$ cat src/eus_map.svh
/*
 Register offsets, field positions, reset values and frame counts of the
 serial port. Assumes inclusion by bare name from the top and the bench.
*/
`ifndef EUS_MAP_SVH
`define EUS_MAP_SVH
// ------------------------------------------------------------
// Register offsets
// ------------------------------------------------------------
`define EUS_A_RSC   3'h0
`define EUS_A_RXB   3'h1
`define EUS_A_TSC   3'h2
`define EUS_A_BDC   3'h3
`define EUS_A_DVH   3'h4
`define EUS_A_DVL   3'h5
`define EUS_A_TXB   3'h6
`define EUS_A_FLG   3'h7
// ------------------------------------------------------------
// Field positions
// ------------------------------------------------------------
`define EUS_RSC_PEN   7
`define EUS_RSC_R9    6
`define EUS_RSC_SRX   5
`define EUS_RSC_CRX   4
`define EUS_RSC_ADR   3
`define EUS_TSC_MST   7
`define EUS_TSC_T9    6
`define EUS_TSC_TEN   5
`define EUS_TSC_SYN   4
`define EUS_TSC_BRK   3
`define EUS_TSC_HSB   2
`define EUS_TSC_T9D   0
`define EUS_BDC_RINV  5
`define EUS_BDC_TINV  4
`define EUS_BDC_WIDE  3
`define EUS_BDC_WAKE  1
`define EUS_BDC_ABD   0
// ------------------------------------------------------------
// Reset values and frame counts
// ------------------------------------------------------------
`define EUS_RST_BYTE  8'h00
`define EUS_BRK_BITS  4'he
`define EUS_BRK_FRAME 14'h2000
`endif

$ cat src/eus_pkg.sv
/*
 Types shared by the serial port design.
 Assumes nothing beyond the constants header.
*/
package eus_pkg;
    // ------------------------------------------------------------
    // State types
    // ------------------------------------------------------------
    typedef enum logic [2:0] {T_IDLE = 3'b001, T_ASYNC = 3'b010, T_SYNC = 3'b100} eus_tx_st_t;
    typedef enum logic [2:0] {R_IDLE = 3'b001, R_START = 3'b010, R_DATA = 3'b100} eus_rx_st_t;
    // Pin drive group
    typedef struct packed {
        logic clk_o;
        logic clk_oe_n;
        logic dat_o;
        logic dat_oe_n;
    } eus_pins_t;
endpackage : eus_pkg

$ cat src/eus_top.sv
/*
 Serial port extensions: address detect, wake on edge, break send, sync master.
 Assumes one 200 MHz clock, a register port with read data one cycle later,
 and SLEEP high while the device sleeps.
*/
// Contract
// - During sleep the baud timing and byte reception stand still.
// - Wake enable disables normal reception; port idles watching the line.
// - A wake event is a falling edge of the receive line.
// - A wake event sets the receive flag, also while sleeping.
// - Reading the receive buffer clears the receive flag.
// - First rising edge after the wake event clears wake enable.
// - Break is start bit, twelve zero bits, stop bit.
// - Break request with transmit enable at shifter load sends zeros, ignoring data.
// - Break request clears itself after the break stop bit.
// - Shift register empty shows active or idle during a break too.
// - Wake reception flags the break, then receives the next byte normally.
// - Master, clocked mode and port enable select sync master pins.
// - Sync mode is half duplex.
// - Sync master drives the serial clock.
// - Polarity bits set idle levels of clock and data lines.
// - Data is sampled as the clock returns to idle.
// - Buffer to shifter move in one cycle sets buffer empty flag.
`timescale 1ns/1ps
`include "eus_map.svh"
module eus_top (
    input  wire logic       CORE_CLK,
    input  wire logic       NRST,
    input  wire logic [2:0] REG_ADDR,
    input  wire logic [7:0] REG_WDATA,
    input  wire logic       REG_WR,
    input  wire logic       REG_RD,
    output logic      [7:0] REG_RDATA,
    input  wire logic       SLEEP,
    input  wire logic       SER_DAT_I,
    output logic            SER_DAT_O,
    output logic            SER_DAT_OE_N,
    output logic            SER_CLK_O,
    output logic            SER_CLK_OE_N,
    output logic            RX_FLAG,
    output logic            TX_FLAG
);
    // ------------------------------------------------------------
    // Control registers
    // ------------------------------------------------------------
    logic               pen_ff, r9_ff, srx_ff, crx_ff, adr_ff, ferr_ff, oerr_ff, r9d_ff;
    logic               mst_ff, t9_ff, ten_ff, syn_ff, brk_ff, hsb_ff, t9d_ff;
    logic               rinv_ff, tinv_ff, wide_ff, wake_ff, abd_ff, wseen_ff;
    logic [7:0]         dvh_ff, dvl_ff, rxb_ff, txb_ff, rdata_ff;
    logic               rxf_ff, txf_ff, full_ff;
    logic [2:0]         rxs_ff;
    logic               rx_f_ff, rx_prev_ff;
    eus_pkg::eus_tx_st_t tx_st_ff;
    eus_pkg::eus_rx_st_t rx_st_ff;
    logic [13:0]        tsr_ff;
    logic [3:0]         left_ff, ridx_ff;
    logic               phase_ff, brk_act_ff, srun_ff;
    logic [15:0]        tcnt_ff, rcnt_ff;
    logic [8:0]         rsh_ff;
    eus_pkg::eus_pins_t pins_ff;

    logic [15:0] div;
    logic        run, sync_m, wr_rsc, wr_tsc, wr_bdc, wr_txb, rd_rxb;
    logic        rx_lvl, fall, rise, tx_tick, tx_load, srx_go, sync_sample;
    logic        a_done, s_done, dlv, keep, nxt_full, nxt_ten, brk_done;
    logic [3:0]  nbits;

    assign div     = wide_ff ? {dvh_ff, dvl_ff} : {8'h00, dvl_ff};
    assign run     = !SLEEP;
    assign sync_m  = syn_ff && mst_ff && pen_ff;
    assign wr_rsc  = REG_WR && REG_ADDR == `EUS_A_RSC;
    assign wr_tsc  = REG_WR && REG_ADDR == `EUS_A_TSC;
    assign wr_bdc  = REG_WR && REG_ADDR == `EUS_A_BDC;
    assign wr_txb  = REG_WR && REG_ADDR == `EUS_A_TXB;
    assign rd_rxb  = REG_RD && REG_ADDR == `EUS_A_RXB;
    assign nbits   = r9_ff ? 4'h9 : 4'h8;
    assign rx_lvl  = rx_f_ff ^ rinv_ff;
    assign fall    = rx_prev_ff && !rx_lvl;
    assign rise    = !rx_prev_ff && rx_lvl;
    assign tx_tick = run && tcnt_ff == div;
    assign tx_load = run && pen_ff && ten_ff && full_ff && tx_st_ff == eus_pkg::T_IDLE
                     && (!syn_ff || sync_m);
    assign srx_go  = run && sync_m && (srx_ff || crx_ff) && !tx_load
                     && tx_st_ff == eus_pkg::T_IDLE;
    assign sync_sample = tx_st_ff == eus_pkg::T_SYNC && srun_ff && tx_tick && !phase_ff;
    assign a_done  = rx_st_ff == eus_pkg::R_DATA && run && rcnt_ff == div && ridx_ff == nbits;
    assign s_done  = tx_st_ff == eus_pkg::T_SYNC && srun_ff && tx_tick && phase_ff && left_ff == 4'h1;
    assign dlv     = a_done || s_done;
    assign keep    = !(adr_ff && r9_ff && !rsh_ff[8]);
    assign nxt_full = wr_txb || (full_ff && !tx_load);
    assign nxt_ten  = wr_tsc ? REG_WDATA[`EUS_TSC_TEN] : ten_ff;
    assign brk_done = tx_st_ff == eus_pkg::T_ASYNC && tx_tick && left_ff == 4'h1 && brk_act_ff;

    // Receive pin synchroniser, change taken when stages two and three agree
    always_ff @(posedge CORE_CLK or negedge NRST) begin
        if (!NRST) begin
            rxs_ff     <= 3'h7;
            rx_f_ff    <= 1'b1;
            rx_prev_ff <= 1'b1;
        end else begin
            rxs_ff <= {rxs_ff[1:0], SER_DAT_I};
            if (rxs_ff[1] == rxs_ff[2]) begin
                rx_f_ff <= rxs_ff[2];
            end
            rx_prev_ff <= rx_lvl;
        end
    end

    // ------------------------------------------------------------
    // Software registers
    // ------------------------------------------------------------
    always_ff @(posedge CORE_CLK or negedge NRST) begin
        if (!NRST) begin
            {pen_ff, r9_ff, srx_ff, crx_ff, adr_ff} <= 5'h00;
            {mst_ff, t9_ff, ten_ff, syn_ff, brk_ff, hsb_ff, t9d_ff} <= 7'h00;
            {rinv_ff, tinv_ff, wide_ff, wake_ff, abd_ff} <= 5'h00;
            dvh_ff <= `EUS_RST_BYTE;
            dvl_ff <= `EUS_RST_BYTE;
        end else begin
            if (brk_done) begin
                brk_ff <= 1'b0;
            end
            if (wake_ff && wseen_ff && rise) begin
                wake_ff <= 1'b0;
            end
            if (s_done && !crx_ff) begin
                srx_ff <= 1'b0;  // Single word done
            end
            if (wr_rsc) begin
                pen_ff <= REG_WDATA[`EUS_RSC_PEN];
                r9_ff  <= REG_WDATA[`EUS_RSC_R9];
                srx_ff <= REG_WDATA[`EUS_RSC_SRX];
                crx_ff <= REG_WDATA[`EUS_RSC_CRX];
                adr_ff <= REG_WDATA[`EUS_RSC_ADR];
            end
            if (wr_tsc) begin
                mst_ff <= REG_WDATA[`EUS_TSC_MST];
                t9_ff  <= REG_WDATA[`EUS_TSC_T9];
                ten_ff <= REG_WDATA[`EUS_TSC_TEN];
                syn_ff <= REG_WDATA[`EUS_TSC_SYN];
                brk_ff <= REG_WDATA[`EUS_TSC_BRK];
                hsb_ff <= REG_WDATA[`EUS_TSC_HSB];
                t9d_ff <= REG_WDATA[`EUS_TSC_T9D];
            end
            if (wr_bdc) begin
                rinv_ff <= REG_WDATA[`EUS_BDC_RINV];
                tinv_ff <= REG_WDATA[`EUS_BDC_TINV];
                wide_ff <= REG_WDATA[`EUS_BDC_WIDE];
                wake_ff <= REG_WDATA[`EUS_BDC_WAKE];
                abd_ff  <= REG_WDATA[`EUS_BDC_ABD];
            end
            if (REG_WR && REG_ADDR == `EUS_A_DVH) begin
                dvh_ff <= REG_WDATA;
            end
            if (REG_WR && REG_ADDR == `EUS_A_DVL) begin
                dvl_ff <= REG_WDATA;
            end
        end
    end

    // Transmit buffer and its empty flag
    always_ff @(posedge CORE_CLK or negedge NRST) begin
        if (!NRST) begin
            full_ff <= 1'b0;
            txb_ff  <= `EUS_RST_BYTE;
            txf_ff  <= 1'b0;
        end else begin
            full_ff <= nxt_full;
            if (wr_txb) begin
                txb_ff <= REG_WDATA;
            end
            txf_ff <= nxt_ten && !nxt_full;
        end
    end

    // ------------------------------------------------------------
    // Transmit and sync engine
    // ------------------------------------------------------------
    always_ff @(posedge CORE_CLK or negedge NRST) begin
        if (!NRST) begin
            tcnt_ff <= 16'h0000;
        end else if (tx_st_ff == eus_pkg::T_IDLE || tx_tick) begin
            tcnt_ff <= 16'h0000;
        end else if (run) begin
            tcnt_ff <= tcnt_ff + 16'h0001;
        end
    end

    always_ff @(posedge CORE_CLK or negedge NRST) begin
        if (!NRST) begin
            tx_st_ff   <= eus_pkg::T_IDLE;
            tsr_ff     <= 14'h3fff;
            left_ff    <= 4'h0;
            phase_ff   <= 1'b0;
            brk_act_ff <= 1'b0;
            srun_ff    <= 1'b0;
        end else begin
            unique case (tx_st_ff)
                eus_pkg::T_IDLE: begin
                    phase_ff <= 1'b0;
                    if (tx_load) begin
                        srun_ff <= 1'b0;
                        if (syn_ff) begin
                            tx_st_ff   <= eus_pkg::T_SYNC;
                            tsr_ff     <= {5'h1f, t9d_ff, txb_ff};
                            left_ff    <= nbits;
                            brk_act_ff <= 1'b0;
                        end else if (brk_ff) begin
                            tx_st_ff   <= eus_pkg::T_ASYNC;
                            tsr_ff     <= `EUS_BRK_FRAME;
                            left_ff    <= `EUS_BRK_BITS;
                            brk_act_ff <= 1'b1;
                        end else begin
                            tx_st_ff   <= eus_pkg::T_ASYNC;
                            tsr_ff     <= t9_ff ? {4'hf, t9d_ff, txb_ff, 1'b0} : {5'h1f, txb_ff, 1'b0};
                            left_ff    <= t9_ff ? 4'hb : 4'ha;
                            brk_act_ff <= 1'b0;
                        end
                    end else if (srx_go) begin
                        tx_st_ff <= eus_pkg::T_SYNC;
                        srun_ff  <= 1'b1;
                        left_ff  <= nbits;
                    end
                end
                eus_pkg::T_ASYNC: begin
                    if (tx_tick) begin
                        tsr_ff  <= {1'b1, tsr_ff[13:1]};
                        left_ff <= left_ff - 4'h1;
                        if (left_ff == 4'h1) begin
                            tx_st_ff   <= eus_pkg::T_IDLE;
                            brk_act_ff <= 1'b0;
                        end
                    end
                end
                eus_pkg::T_SYNC: begin
                    if (tx_tick) begin
                        phase_ff <= !phase_ff;
                        if (phase_ff) begin
                            tsr_ff  <= {1'b1, tsr_ff[13:1]};
                            left_ff <= left_ff - 4'h1;
                            if (left_ff == 4'h1) begin
                                tx_st_ff <= eus_pkg::T_IDLE;
                            end
                        end
                    end
                end
            endcase
        end
    end

    // Pin drive, clock and data idle levels follow polarity bits
    always_ff @(posedge CORE_CLK or negedge NRST) begin
        if (!NRST) begin
            pins_ff <= 4'hf;
        end else begin
            pins_ff.clk_oe_n <= !pen_ff || (syn_ff && !mst_ff);
            pins_ff.dat_oe_n <= !(sync_m && !srx_ff && !crx_ff && !srun_ff);
            pins_ff.dat_o    <= (tx_st_ff == eus_pkg::T_SYNC) ? tsr_ff[0] ^ rinv_ff : rinv_ff;
            unique case (tx_st_ff)
                eus_pkg::T_ASYNC: pins_ff.clk_o <= tsr_ff[0] ^ tinv_ff;
                eus_pkg::T_SYNC:  pins_ff.clk_o <= phase_ff ? tinv_ff : !tinv_ff;
                eus_pkg::T_IDLE:  pins_ff.clk_o <= syn_ff ? tinv_ff : !tinv_ff;
            endcase
        end
    end

    // ------------------------------------------------------------
    // Receiver, wake detect and receive flag
    // ------------------------------------------------------------
    always_ff @(posedge CORE_CLK or negedge NRST) begin
        if (!NRST) begin
            rx_st_ff <= eus_pkg::R_IDLE;
            rcnt_ff  <= 16'h0000;
            ridx_ff  <= 4'h0;
        end else if (wake_ff || syn_ff || !pen_ff || !crx_ff) begin
            rx_st_ff <= eus_pkg::R_IDLE;
            rcnt_ff  <= 16'h0000;
        end else if (run) begin
            unique case (rx_st_ff)
                eus_pkg::R_IDLE: begin
                    rcnt_ff <= 16'h0000;
                    if (fall) begin
                        rx_st_ff <= eus_pkg::R_START;
                    end
                end
                eus_pkg::R_START: begin
                    rcnt_ff <= rcnt_ff + 16'h0001;
                    if (rcnt_ff == {1'b0, div[15:1]}) begin
                        rx_st_ff <= rx_lvl ? eus_pkg::R_IDLE : eus_pkg::R_DATA;
                        rcnt_ff  <= 16'h0000;
                        ridx_ff  <= 4'h0;
                    end
                end
                eus_pkg::R_DATA: begin
                    rcnt_ff <= rcnt_ff + 16'h0001;
                    if (rcnt_ff == div) begin
                        rcnt_ff <= 16'h0000;
                        ridx_ff <= ridx_ff + 4'h1;
                        if (ridx_ff == nbits) begin
                            rx_st_ff <= eus_pkg::R_IDLE;
                        end
                    end
                end
            endcase
        end
    end

    // Shift in data bits from the async or sync receive path
    always_ff @(posedge CORE_CLK or negedge NRST) begin
        if (!NRST) begin
            rsh_ff <= 9'h000;
        end else if (sync_sample || (rx_st_ff == eus_pkg::R_DATA && run && rcnt_ff == div && ridx_ff != nbits)) begin
            rsh_ff <= {rx_lvl, rsh_ff[8:1]};
        end
    end

    // Buffer load, errors, wake event and flag; set wins over read clear
    always_ff @(posedge CORE_CLK or negedge NRST) begin
        if (!NRST) begin
            rxb_ff   <= `EUS_RST_BYTE;
            rxf_ff   <= 1'b0;
            ferr_ff  <= 1'b0;
            oerr_ff  <= 1'b0;
            r9d_ff   <= 1'b0;
            wseen_ff <= 1'b0;
        end else begin
            if (!crx_ff) begin
                oerr_ff <= 1'b0;
            end
            if (rd_rxb) begin
                rxf_ff <= 1'b0;
            end
            if (!wake_ff || rise) begin
                wseen_ff <= 1'b0;
            end
            if (wake_ff && !wseen_ff && fall) begin
                wseen_ff <= 1'b1;
                rxf_ff   <= 1'b1;
            end
            if (dlv && keep) begin
                if (rxf_ff && !rd_rxb) begin
                    oerr_ff <= 1'b1;
                end else begin
                    rxb_ff  <= r9_ff ? rsh_ff[7:0] : rsh_ff[8:1];
                    r9d_ff  <= rsh_ff[8];
                    ferr_ff <= a_done && !rx_lvl;
                    rxf_ff  <= 1'b1;
                end
            end
        end
    end

    // Read data, one cycle after the strobe, zero otherwise
    always_ff @(posedge CORE_CLK or negedge NRST) begin
        if (!NRST) begin
            rdata_ff <= 8'h00;
        end else if (REG_RD) begin
            unique case (REG_ADDR)
                `EUS_A_RSC: rdata_ff <= {pen_ff, r9_ff, srx_ff, crx_ff, adr_ff, ferr_ff, oerr_ff, r9d_ff};
                `EUS_A_RXB: rdata_ff <= rxb_ff;
                `EUS_A_TSC: rdata_ff <= {mst_ff, t9_ff, ten_ff, syn_ff, brk_ff, hsb_ff,
                                         tx_st_ff == eus_pkg::T_IDLE, t9d_ff};
                `EUS_A_BDC: rdata_ff <= {1'b0, rx_st_ff == eus_pkg::R_IDLE, rinv_ff, tinv_ff,
                                         wide_ff, 1'b0, wake_ff, abd_ff};
                `EUS_A_DVH: rdata_ff <= dvh_ff;
                `EUS_A_DVL: rdata_ff <= dvl_ff;
                `EUS_A_FLG: rdata_ff <= {6'h00, txf_ff, rxf_ff};
                default:    rdata_ff <= 8'h00;
            endcase
        end else begin
            rdata_ff <= 8'h00;
        end
    end

    assign REG_RDATA    = rdata_ff;
    assign RX_FLAG      = rxf_ff;
    assign TX_FLAG      = txf_ff;
    assign SER_CLK_O    = pins_ff.clk_o;
    assign SER_CLK_OE_N = pins_ff.clk_oe_n;
    assign SER_DAT_O    = pins_ff.dat_o;
    assign SER_DAT_OE_N = pins_ff.dat_oe_n;
endmodule : eus_top

$ cat config.mk
export PLATFORM = sky130hd
export DESIGN_NAME = eus_top
export DESIGN_NICKNAME = d
export VERILOG_FILES = /design/src/eus_pkg.sv /design/src/eus_top.sv
export VERILOG_INCLUDE_DIRS = /design/src /design/src/src
export SDC_FILE = /design/constraint.sdc
export NUM_CORES = 1
export LEC_CHECK = 0
export ABC_CLOCK_PERIOD_IN_PS = 2400
export BUFFER_PORTS_ARGS = -buffer_cell sky130_fd_sc_hd__buf_2
export CAP_MARGIN = 15
export CORE_UTILIZATION = 58
export CTS_BUF_LIST = sky130_fd_sc_hd__clkbuf_4 sky130_fd_sc_hd__clkbuf_8
export DETAILED_ROUTE_END_ITERATION = 16
export PLACE_DENSITY = 0.85
export SYNTH_ARGS = -nofsm -noshare
export SYNTH_HDL_FRONTEND = slang
export SYNTH_SLANG_ARGS = --single-unit
$ cat constraint.sdc
create_clock -name CORE_CLK -period 2.4 [get_ports CORE_CLK]
set_input_delay 0.12 -clock CORE_CLK [delete_from_list [all_inputs] [get_ports CORE_CLK]]
set_output_delay 0.12 -clock CORE_CLK [all_outputs]
set_load 0.02 [all_outputs]
==> flow_summary.ini, run 1 <==
[critical_path]
timing.rr.end = rsh_ff[7]
cp-startpoint = dvh_ff[4]
worstPathArrival_ns = 2.82
number_of_cells_on_the_worst_reg_to_reg_path = 11
regToRegStartpoint = dvh_ff[4]
ff2ff_setup_slack_ns = -0.06
critical_path.endpoint = rsh_ff[7]
worstPathRequired_ns = 2.76
crit_type = register to register
cp-start-kind = register
worst-path-max-fanout = 5
cp-end-kind = register

[job]
timing.max_cap.violations = 0

[clock_tree]
htree_levels = 4
ctsLongestPathBuffers = 2
clk_latency_ns = 0.47
clk_pin_slew_worst_paths_ns = 0.09
cts_made_buffers = 17
cts_root_buf = clkbuf_8
clock_tree_from_tritoncts = built
clkSinkCount = 144

[timing]
timing.hold.ws_ns = 0.0653
worstMarginPinSlew_ns = 0.655
setup_viol = 18
fin_skew_ns = 0.0155
final-hold-violation-count = 0
finalWorstSetupSlack_ns = -0.0590
timing.final.crit_share_pct = 102
unrepaired_setup_endpoints_after_global_routing = yes
fmaxAchievable_mhz = 407
finalWorstPathRequiredPeriod_ns = 2.46
worst_slew_slack_as_a_fraction_of_its_limit_pct = 56.2
final-max-slew-violation-count = 0

[worst_hold_path]
hold_path_class = input port to register

[power]
vdd.ir_drop.worst_mv = 0.689
leakage_uw = 0.00438
pwr-share-clk_pct = 28.8
cellPowerDensity_nw_per_um2 = 784
pwr-share-comb_pct = 27.3
switching_share_pct = 33.7
sequentialPowerShare_pct = 44.0
power.internal_uw = 5010
power_uw = 7540
p_sw_uw = 2540

[route]
via_per_inst = 6.14
wl_met2_um = 10100
wl_met3_um = 1700
routed-via-count = 6885
routed_wirelength_um = 21700
drc = 0
drtPass1Iterations = 6
drtIter0Drc = 730
top_layer = met4
post_drt_wl_per_cell_um = 19.3
met1_length_um = 8920
antenna_violating_nets_post_route = 0

[cells_and_area]
layout-area-overhead-vs-synth_pct = 19.9
fin_nets = 955
final_design_instance_area_without_fill_sq_um = 9620
final_layout_fill_cell_count = 928
final-instance-count-excl-fill = 1122
final_layout_size_suffix_gt1_share_pct = 29.7
highest_count_cells_in_the_layout_ignoring_fill_and_taps = dfrtp_1 (110), nor2_1 (93), nand2_1 (88)
diodes = 0
layout.cells.most_common = dfrtp_1

[global_routing]
gr-usage-all-layers_pct = 31.0
grt_pass1_vias = 6559
grt_start_max_net_pins = 51
grt_first_pass_wirelength_um = 33700
antenna_found_initial = 0
grt.overflow.total = 0

[floorplanning]
start_util_pct = 60.1
rows = 42
die-area_sq_um = 14300
die_height_um = 120
pin_count = 31
placeableCoreArea_sq_um = 13300
die_x_um = 120

[logic_synthesis]
postSynthNetCount = 862
synth_area_leader_cell = dfrtp_1
count_of_mapped_cells_out_of_synthesis = 840
syn-mean-instance-area_sq_um = 9.55
yosysSeqAreaShare_pct = 45.3
postSynth.asyncResetShare_pct = 100
synth_top_flop_cell = dfrtp_1
mappedNetlistArea_sq_um = 8020
yosysWarnings = 0
yosys-top-cells-area = dfrtp_1 (37%), mux2_2 (9.5%), dfstp_2 (7.9%)
synth_enable_flop_cells = 0
synth.lib_cells_used.distinct = 68
netlist.area_leader.share_pct = 37.4
yosys_register_bits = 144

[placed_design]
dpl-instance-area_sq_um = 8850
dp_hpwl_um = 14900
placed_cells = 1070
pre_cts_ws_ns = -0.0446
globalplace.congestion = 0.939
port_buffers = 30

[status]
run_status = finished with violations
violations_in_the_final_reports = setup timing
==> timing repair <==
item | 4_1_cts | 5_1_grt
gates cloned | 0 | 2
endpoints found under the setup margin | 26 | 69
hold endpoints to repair | 101 | 0
gates resized for setup | 5 | 32
pin swaps | 1 | 10
setup buffers | 0 | 8
hold buffers | 10 | 0
==> flip-flops by register name, summed over array words and instances, names as in the netlist, 3 cells and up <==
| signal | cells |
|---|---|
| dvl_ff | 8 |
| left_ff | 4 |
| rx_st_ff | 3 |
| rxb_ff | 8 |
| ridx_ff | 4 |
| rsh_ff | 9 |
| dvh_ff | 8 |
| tcnt_ff | 16 |
| tsr_ff | 13 |
| REG_RDATA | 8 |
| tx_st_ff | 3 |
| txb_ff | 8 |
| rcnt_ff | 16 |
| rxs_ff | 3 |
==> worst max-delay path, stage by stage, from the launching register on <==
cell and delay, ns:
dfrtp_1 0.42, buf_4 0.15, buf_4 0.14, nand3_1 0.08, o22ai_1 0.07, a21oi_1 0.22, nor4_4 0.10, buf_4 0.16
buf_6 0.14, a32oi_4 0.34, clkbuf_16 0.21, mux2_2 0.33
==> worst min path at each step <==
stage	slack [ns]	to	from	cells after the start
CTS	0.03	txb_ff[2]	REG_WDATA[2]	2
finish	0.07	txb_ff[2]	REG_WDATA[2]	2
floorplan	-0.18	REG_RDATA[0]	NRST	0
global route	0.01	hsb_ff	REG_WDATA[2]	2
detailed placement	0.07	rsh_ff[1]	NRST	1
global placement	0.08	rsh_ff[1]	NRST	1
==> area by class of cell <==
cell class / count / area (sq um) / area share (%)
clock buffer: 18 / 241 / 2.51
multi-input combinational: 621 / 4230 / 44.0
inverter: 26 / 97.6 / 1.01
tap: 176 / 220 / 2.29
timing repair buffer: 123 / 981 / 10.2
clock inverter: 14 / 203 / 2.11
sequential: 144 / 3650 / 37.9
==> stage by stage <==
| step | setup TNS [ns] | util, % |
|---|---|---|
| 2_1_floorplan | 0 | - |
| 3_3_place_gp | 0 | 66.3 |
| 3_5_place_dp | -0.541 | 66.3 |
| 4_1_cts | -0.232 | 70.5 |
| 5_1_grt | -2.85 | 72.1 |
| 6_report | -0.596 | 72.1 |
==> synth_stat cells (2+ instances only) <==
cell type    n
o311a_1      2
mux2_2      68
or4_1        2
a31oi_1      6
a221oi_1    11
xor2_1      32
nor3_1      16
a22oi_1      8
nand4b_1     4
inv_1       26
and3_1      11
or2_2        3
nand3_1     35
o21ai_0     50
dfstp_2     24
nand2_1     89
o22ai_1     19
a32oi_1      2
o221ai_1     2
buf_2        6
nor3b_1      2
nand2b_1    10
dfrtp_1    120
buf_1        3
o31ai_1      2
a21oi_1     23
or3b_2       2
ha_1         5
nor2b_1     16
and2_1      12
mux2i_1     13
a211oi_1     4
o211ai_1     8
nor4_4       2
nor4_1       5
xnor2_1     20
nand4_1      6
clkbuf_1    38
or3_1        5
nor2_1      93
nand3b_1     4
a21o_1       4
and4_1       2
==> logic make-up after synthesis <==
group           synth area share (%)
mux                             11.4
simple gates                    19.8
xor+xnor                        5.68
buf+inv                         3.84
flops                           45.3
compound gates                  13.0
fa+ha+maj                      0.904
==> power by group through the flow <==
stage               sequential (uW)  combinational, uW  clock [uW]
floorplan                      3270               1220           0
global placement               3300               1810           0
detailed placement             3330               1870           0
CTS                            3290               1920        2190
global route                   3350               2240        2310
finish                         3320               2060        2170
==> metal layers <==
metal | vias to the layer above | global-route usage (%)
met1 | 3341 | 41.4
met2 | 311 | 48.4
met5 | - | 0
met3 | 84 | 6.94
met4 | 0 | 13.8
li1 | 3149 | -
Power figures use the tool's default switching activity.
==> run 2: changes to the inputs <==
Settings changed: ABC_CLOCK_PERIOD_IN_PS 2400 to 2000, CORE_ASPECT_RATIO set to 1.4.
Clock period 2.4 ns to 2 ns, I/O delays scaled along.
==> flow_summary.ini, run 2 (synthesized netlist as in run 1, its figures left out) <==
[status]
run_status = finished with violations
violations_in_the_final_reports = setup timing

[global_routing]
grt.overflow.total = 0
antenna_found_initial = 0
grt_first_pass_wirelength_um = 40800
gr-usage-met1_pct = 43.0
grt_pass1_vias = 7919
met3_track_utilization_from_global_routing_pct = 7.24
grt.met2_usage_pct = 65.2
gr-max-usage-layer = met2
gr-usage-all-layers_pct = 38.5
grt_start_max_net_pins = 60

[critical_path]
crit_type = register to register
worst-path-max-fanout = 9
worstPathArrival_ns = 2.86
critical_path_depth = 8
critPathSlowestCell = dfrtp_2
number_of_cells_on_the_worst_reg_to_reg_path = 8
worst_path_largest_cell_delay_ns = 0.46
cp-start-kind = register
cp-end-kind = register
worstPathRequired_ns = 2.35
path_cells = xnor2_1 -> nand4_1 -> a2111oi_4 -> and2_4 -> nand2_2 -> o41ai_4 -> buf_12 -> mux2_4
critical_path.top_delay_family = compound AO/OA/AOI/OAI gates
cp.buffers_inverters = 1

[timing]
fmaxAchievable_mhz = 398
worst_slew_slack_as_a_fraction_of_its_limit_pct = 54.3
final-hold-violation-count = 0
final-max-slew-violation-count = 0
worstMarginPinSlew_ns = 0.685
finalWorstPathRequiredPeriod_ns = 2.51
finalWorstSetupSlack_ns = -0.512
timing.hold.ws_ns = 0.0413
unrepaired_setup_endpoints_after_global_routing = yes
fin_skew_ns = 0.0169
setup_viol = 84
timing.final.crit_share_pct = 126

[placed_design]
port_buffers = 30
globalplace.congestion = 0.977
dpl-instance-area_sq_um = 9490
dp_hpwl_um = 17200

[route]
routed_wirelength_um = 29700
antenna_violating_nets_post_route = 0
post_drt_wl_per_cell_um = 24.4
drtIter0Drc = 976
drtPass1Iterations = 6
drc = 0
routed-via-count = 8268
via_per_inst = 6.79

[floorplanning]
pin_count = 31
die_height_um = 141
rows = 50
placeableCoreArea_sq_um = 13500
die_x_um = 101
die-area_sq_um = 14300
start_util_pct = 59.7

[power]
switching_share_pct = 35.2
power.internal_uw = 6360
sequentialPowerShare_pct = 40.7
leakage_uw = 0.00501
pwr-share-clk_pct = 27.0
pwr-share-comb_pct = 32.4
p_sw_uw = 3450
vdd.ir_drop.worst_mv = 0.920
cellPowerDensity_nw_per_um2 = 922

[cells_and_area]
final_layout_size_suffix_gt1_share_pct = 39.8
layout-area-overhead-vs-synth_pct = 32.5
top_regs = rcnt_ff (16), tcnt_ff (16), tsr_ff (13)
fin_nets = 1045
final_util_pct = 79.1
diodes = 0
layout.cells.most_common = buf_4
highest_count_cells_in_the_layout_ignoring_fill_and_taps = buf_4 (152), dfrtp_1 (114), nor2_1 (88)
final_design_instance_area_without_fill_sq_um = 10600
final_layout_fill_cell_count = 701

[clock_tree]
ctsLongestPathBuffers = 2
cts_root_buf = clkbuf_8
clk_latency_ns = 0.47
clock_tree_from_tritoncts = built
htree_levels = 4
clkSinkCount = 144
clk_pin_slew_worst_paths_ns = 0.09
cts_made_buffers = 17

[job]
timing.max_cap.violations = 0

[worst_hold_path]
hold_path_class = input port to register
worst_hold_path.num_cells = 3
[run 2: changes by cell type in the layout (fill, tap and decap cells not counted), moves of 5 or more]
| cell | before | now |
|---|---|---|
| a21oi_1 | 22 | 17 |
| o21ai_0 | 46 | 31 |
| clkbuf_8 | 17 | 22 |
| o21ai_1 | 3 | 8 |
| o22ai_1 | 19 | 12 |
| buf_6 | 4 | 10 |
| o21ai_2 | 2 | 12 |
| nor2_1 | 93 | 88 |
| o22ai_2 | 0 | 5 |
| buf_4 | 72 | 152 |
[run 2: area by class of cell]
class | count | area [sq um] | area share [%]
inverters | 26 | 97.6 | 0.918
clock inverters | 8 | 128 | 1.20
repair buffers | 211 | 1700 | 16.0
flip-flops and latches | 144 | 3640 | 34.2
clock buffers | 24 | 318 | 2.99
well taps | 182 | 228 | 2.14
multi-input cells | 623 | 4520 | 42.5
[run 2: worst min-delay path, stage by stage]
cell and delay (ns):
buf_2 0.17, nand2_1 0.09, o21ai_0 0.09
[run 2: metal layers]
metal | wire [um] | up-vias
met1 | 9430 | 3870
met4 | 2890 | 0
met2 | 14300 | 748
met5 | 0 | -
met3 | 3040 | 316
li1 | - | 3334
[run 2: through the flow]
stage	setup TNS, ns	total power (uW)	std cells	worst slack, ns
6_report	-28.26	9810	1218	-0.512
3_3_place_gp	-27.72	6520	1158	-0.546
2_1_floorplan	-7.88	5450	840	-0.386
4_1_cts	-21.66	9360	1205	-0.417
3_5_place_dp	-29.82	6640	1158	-0.598
5_1_grt	-35.77	10100	1218	-0.597
[run 2: path summary, 6_finish.rpt]
check | slack [ns] | to | from
setup / recovery | -0.51 | rxb_ff[6] | rcnt_ff[6]
setup reg to reg | -0.51 | rxb_ff[6] | rcnt_ff[6]
max in group asynchronous | 1.09 | rxb_ff[7] | NRST
hold / removal | 0.04 | dvh_ff[4] | REG_WDATA[4]
min in group asynchronous | 0.17 | left_ff[2] | NRST
hold reg to reg | 0.36 | rxs_ff[1] | rxs_ff[0]
[run 2: what timing repair did]
item                                    4_1_cts  5_1_grt
pin swaps                                    34       26
gates resized for setup                      53       51
gates cloned                                  2        2
endpoints found under the setup margin       84       84
endpoints found under the hold margin        67        0
setup buffers                                 6       12
hold buffers                                  9        0
[run 2: power by group through the flow]
stage | registers, uW | clock network [uW] | logic (uW)
5_1_grt | 4010 | 2740 | 3320
6_report | 3990 | 2640 | 3170
4_1_cts | 3910 | 2580 | 2870
3_3_place_gp | 3910 | 0 | 2600
2_1_floorplan | 3920 | 0 | 1530
3_5_place_dp | 3950 | 0 | 2690
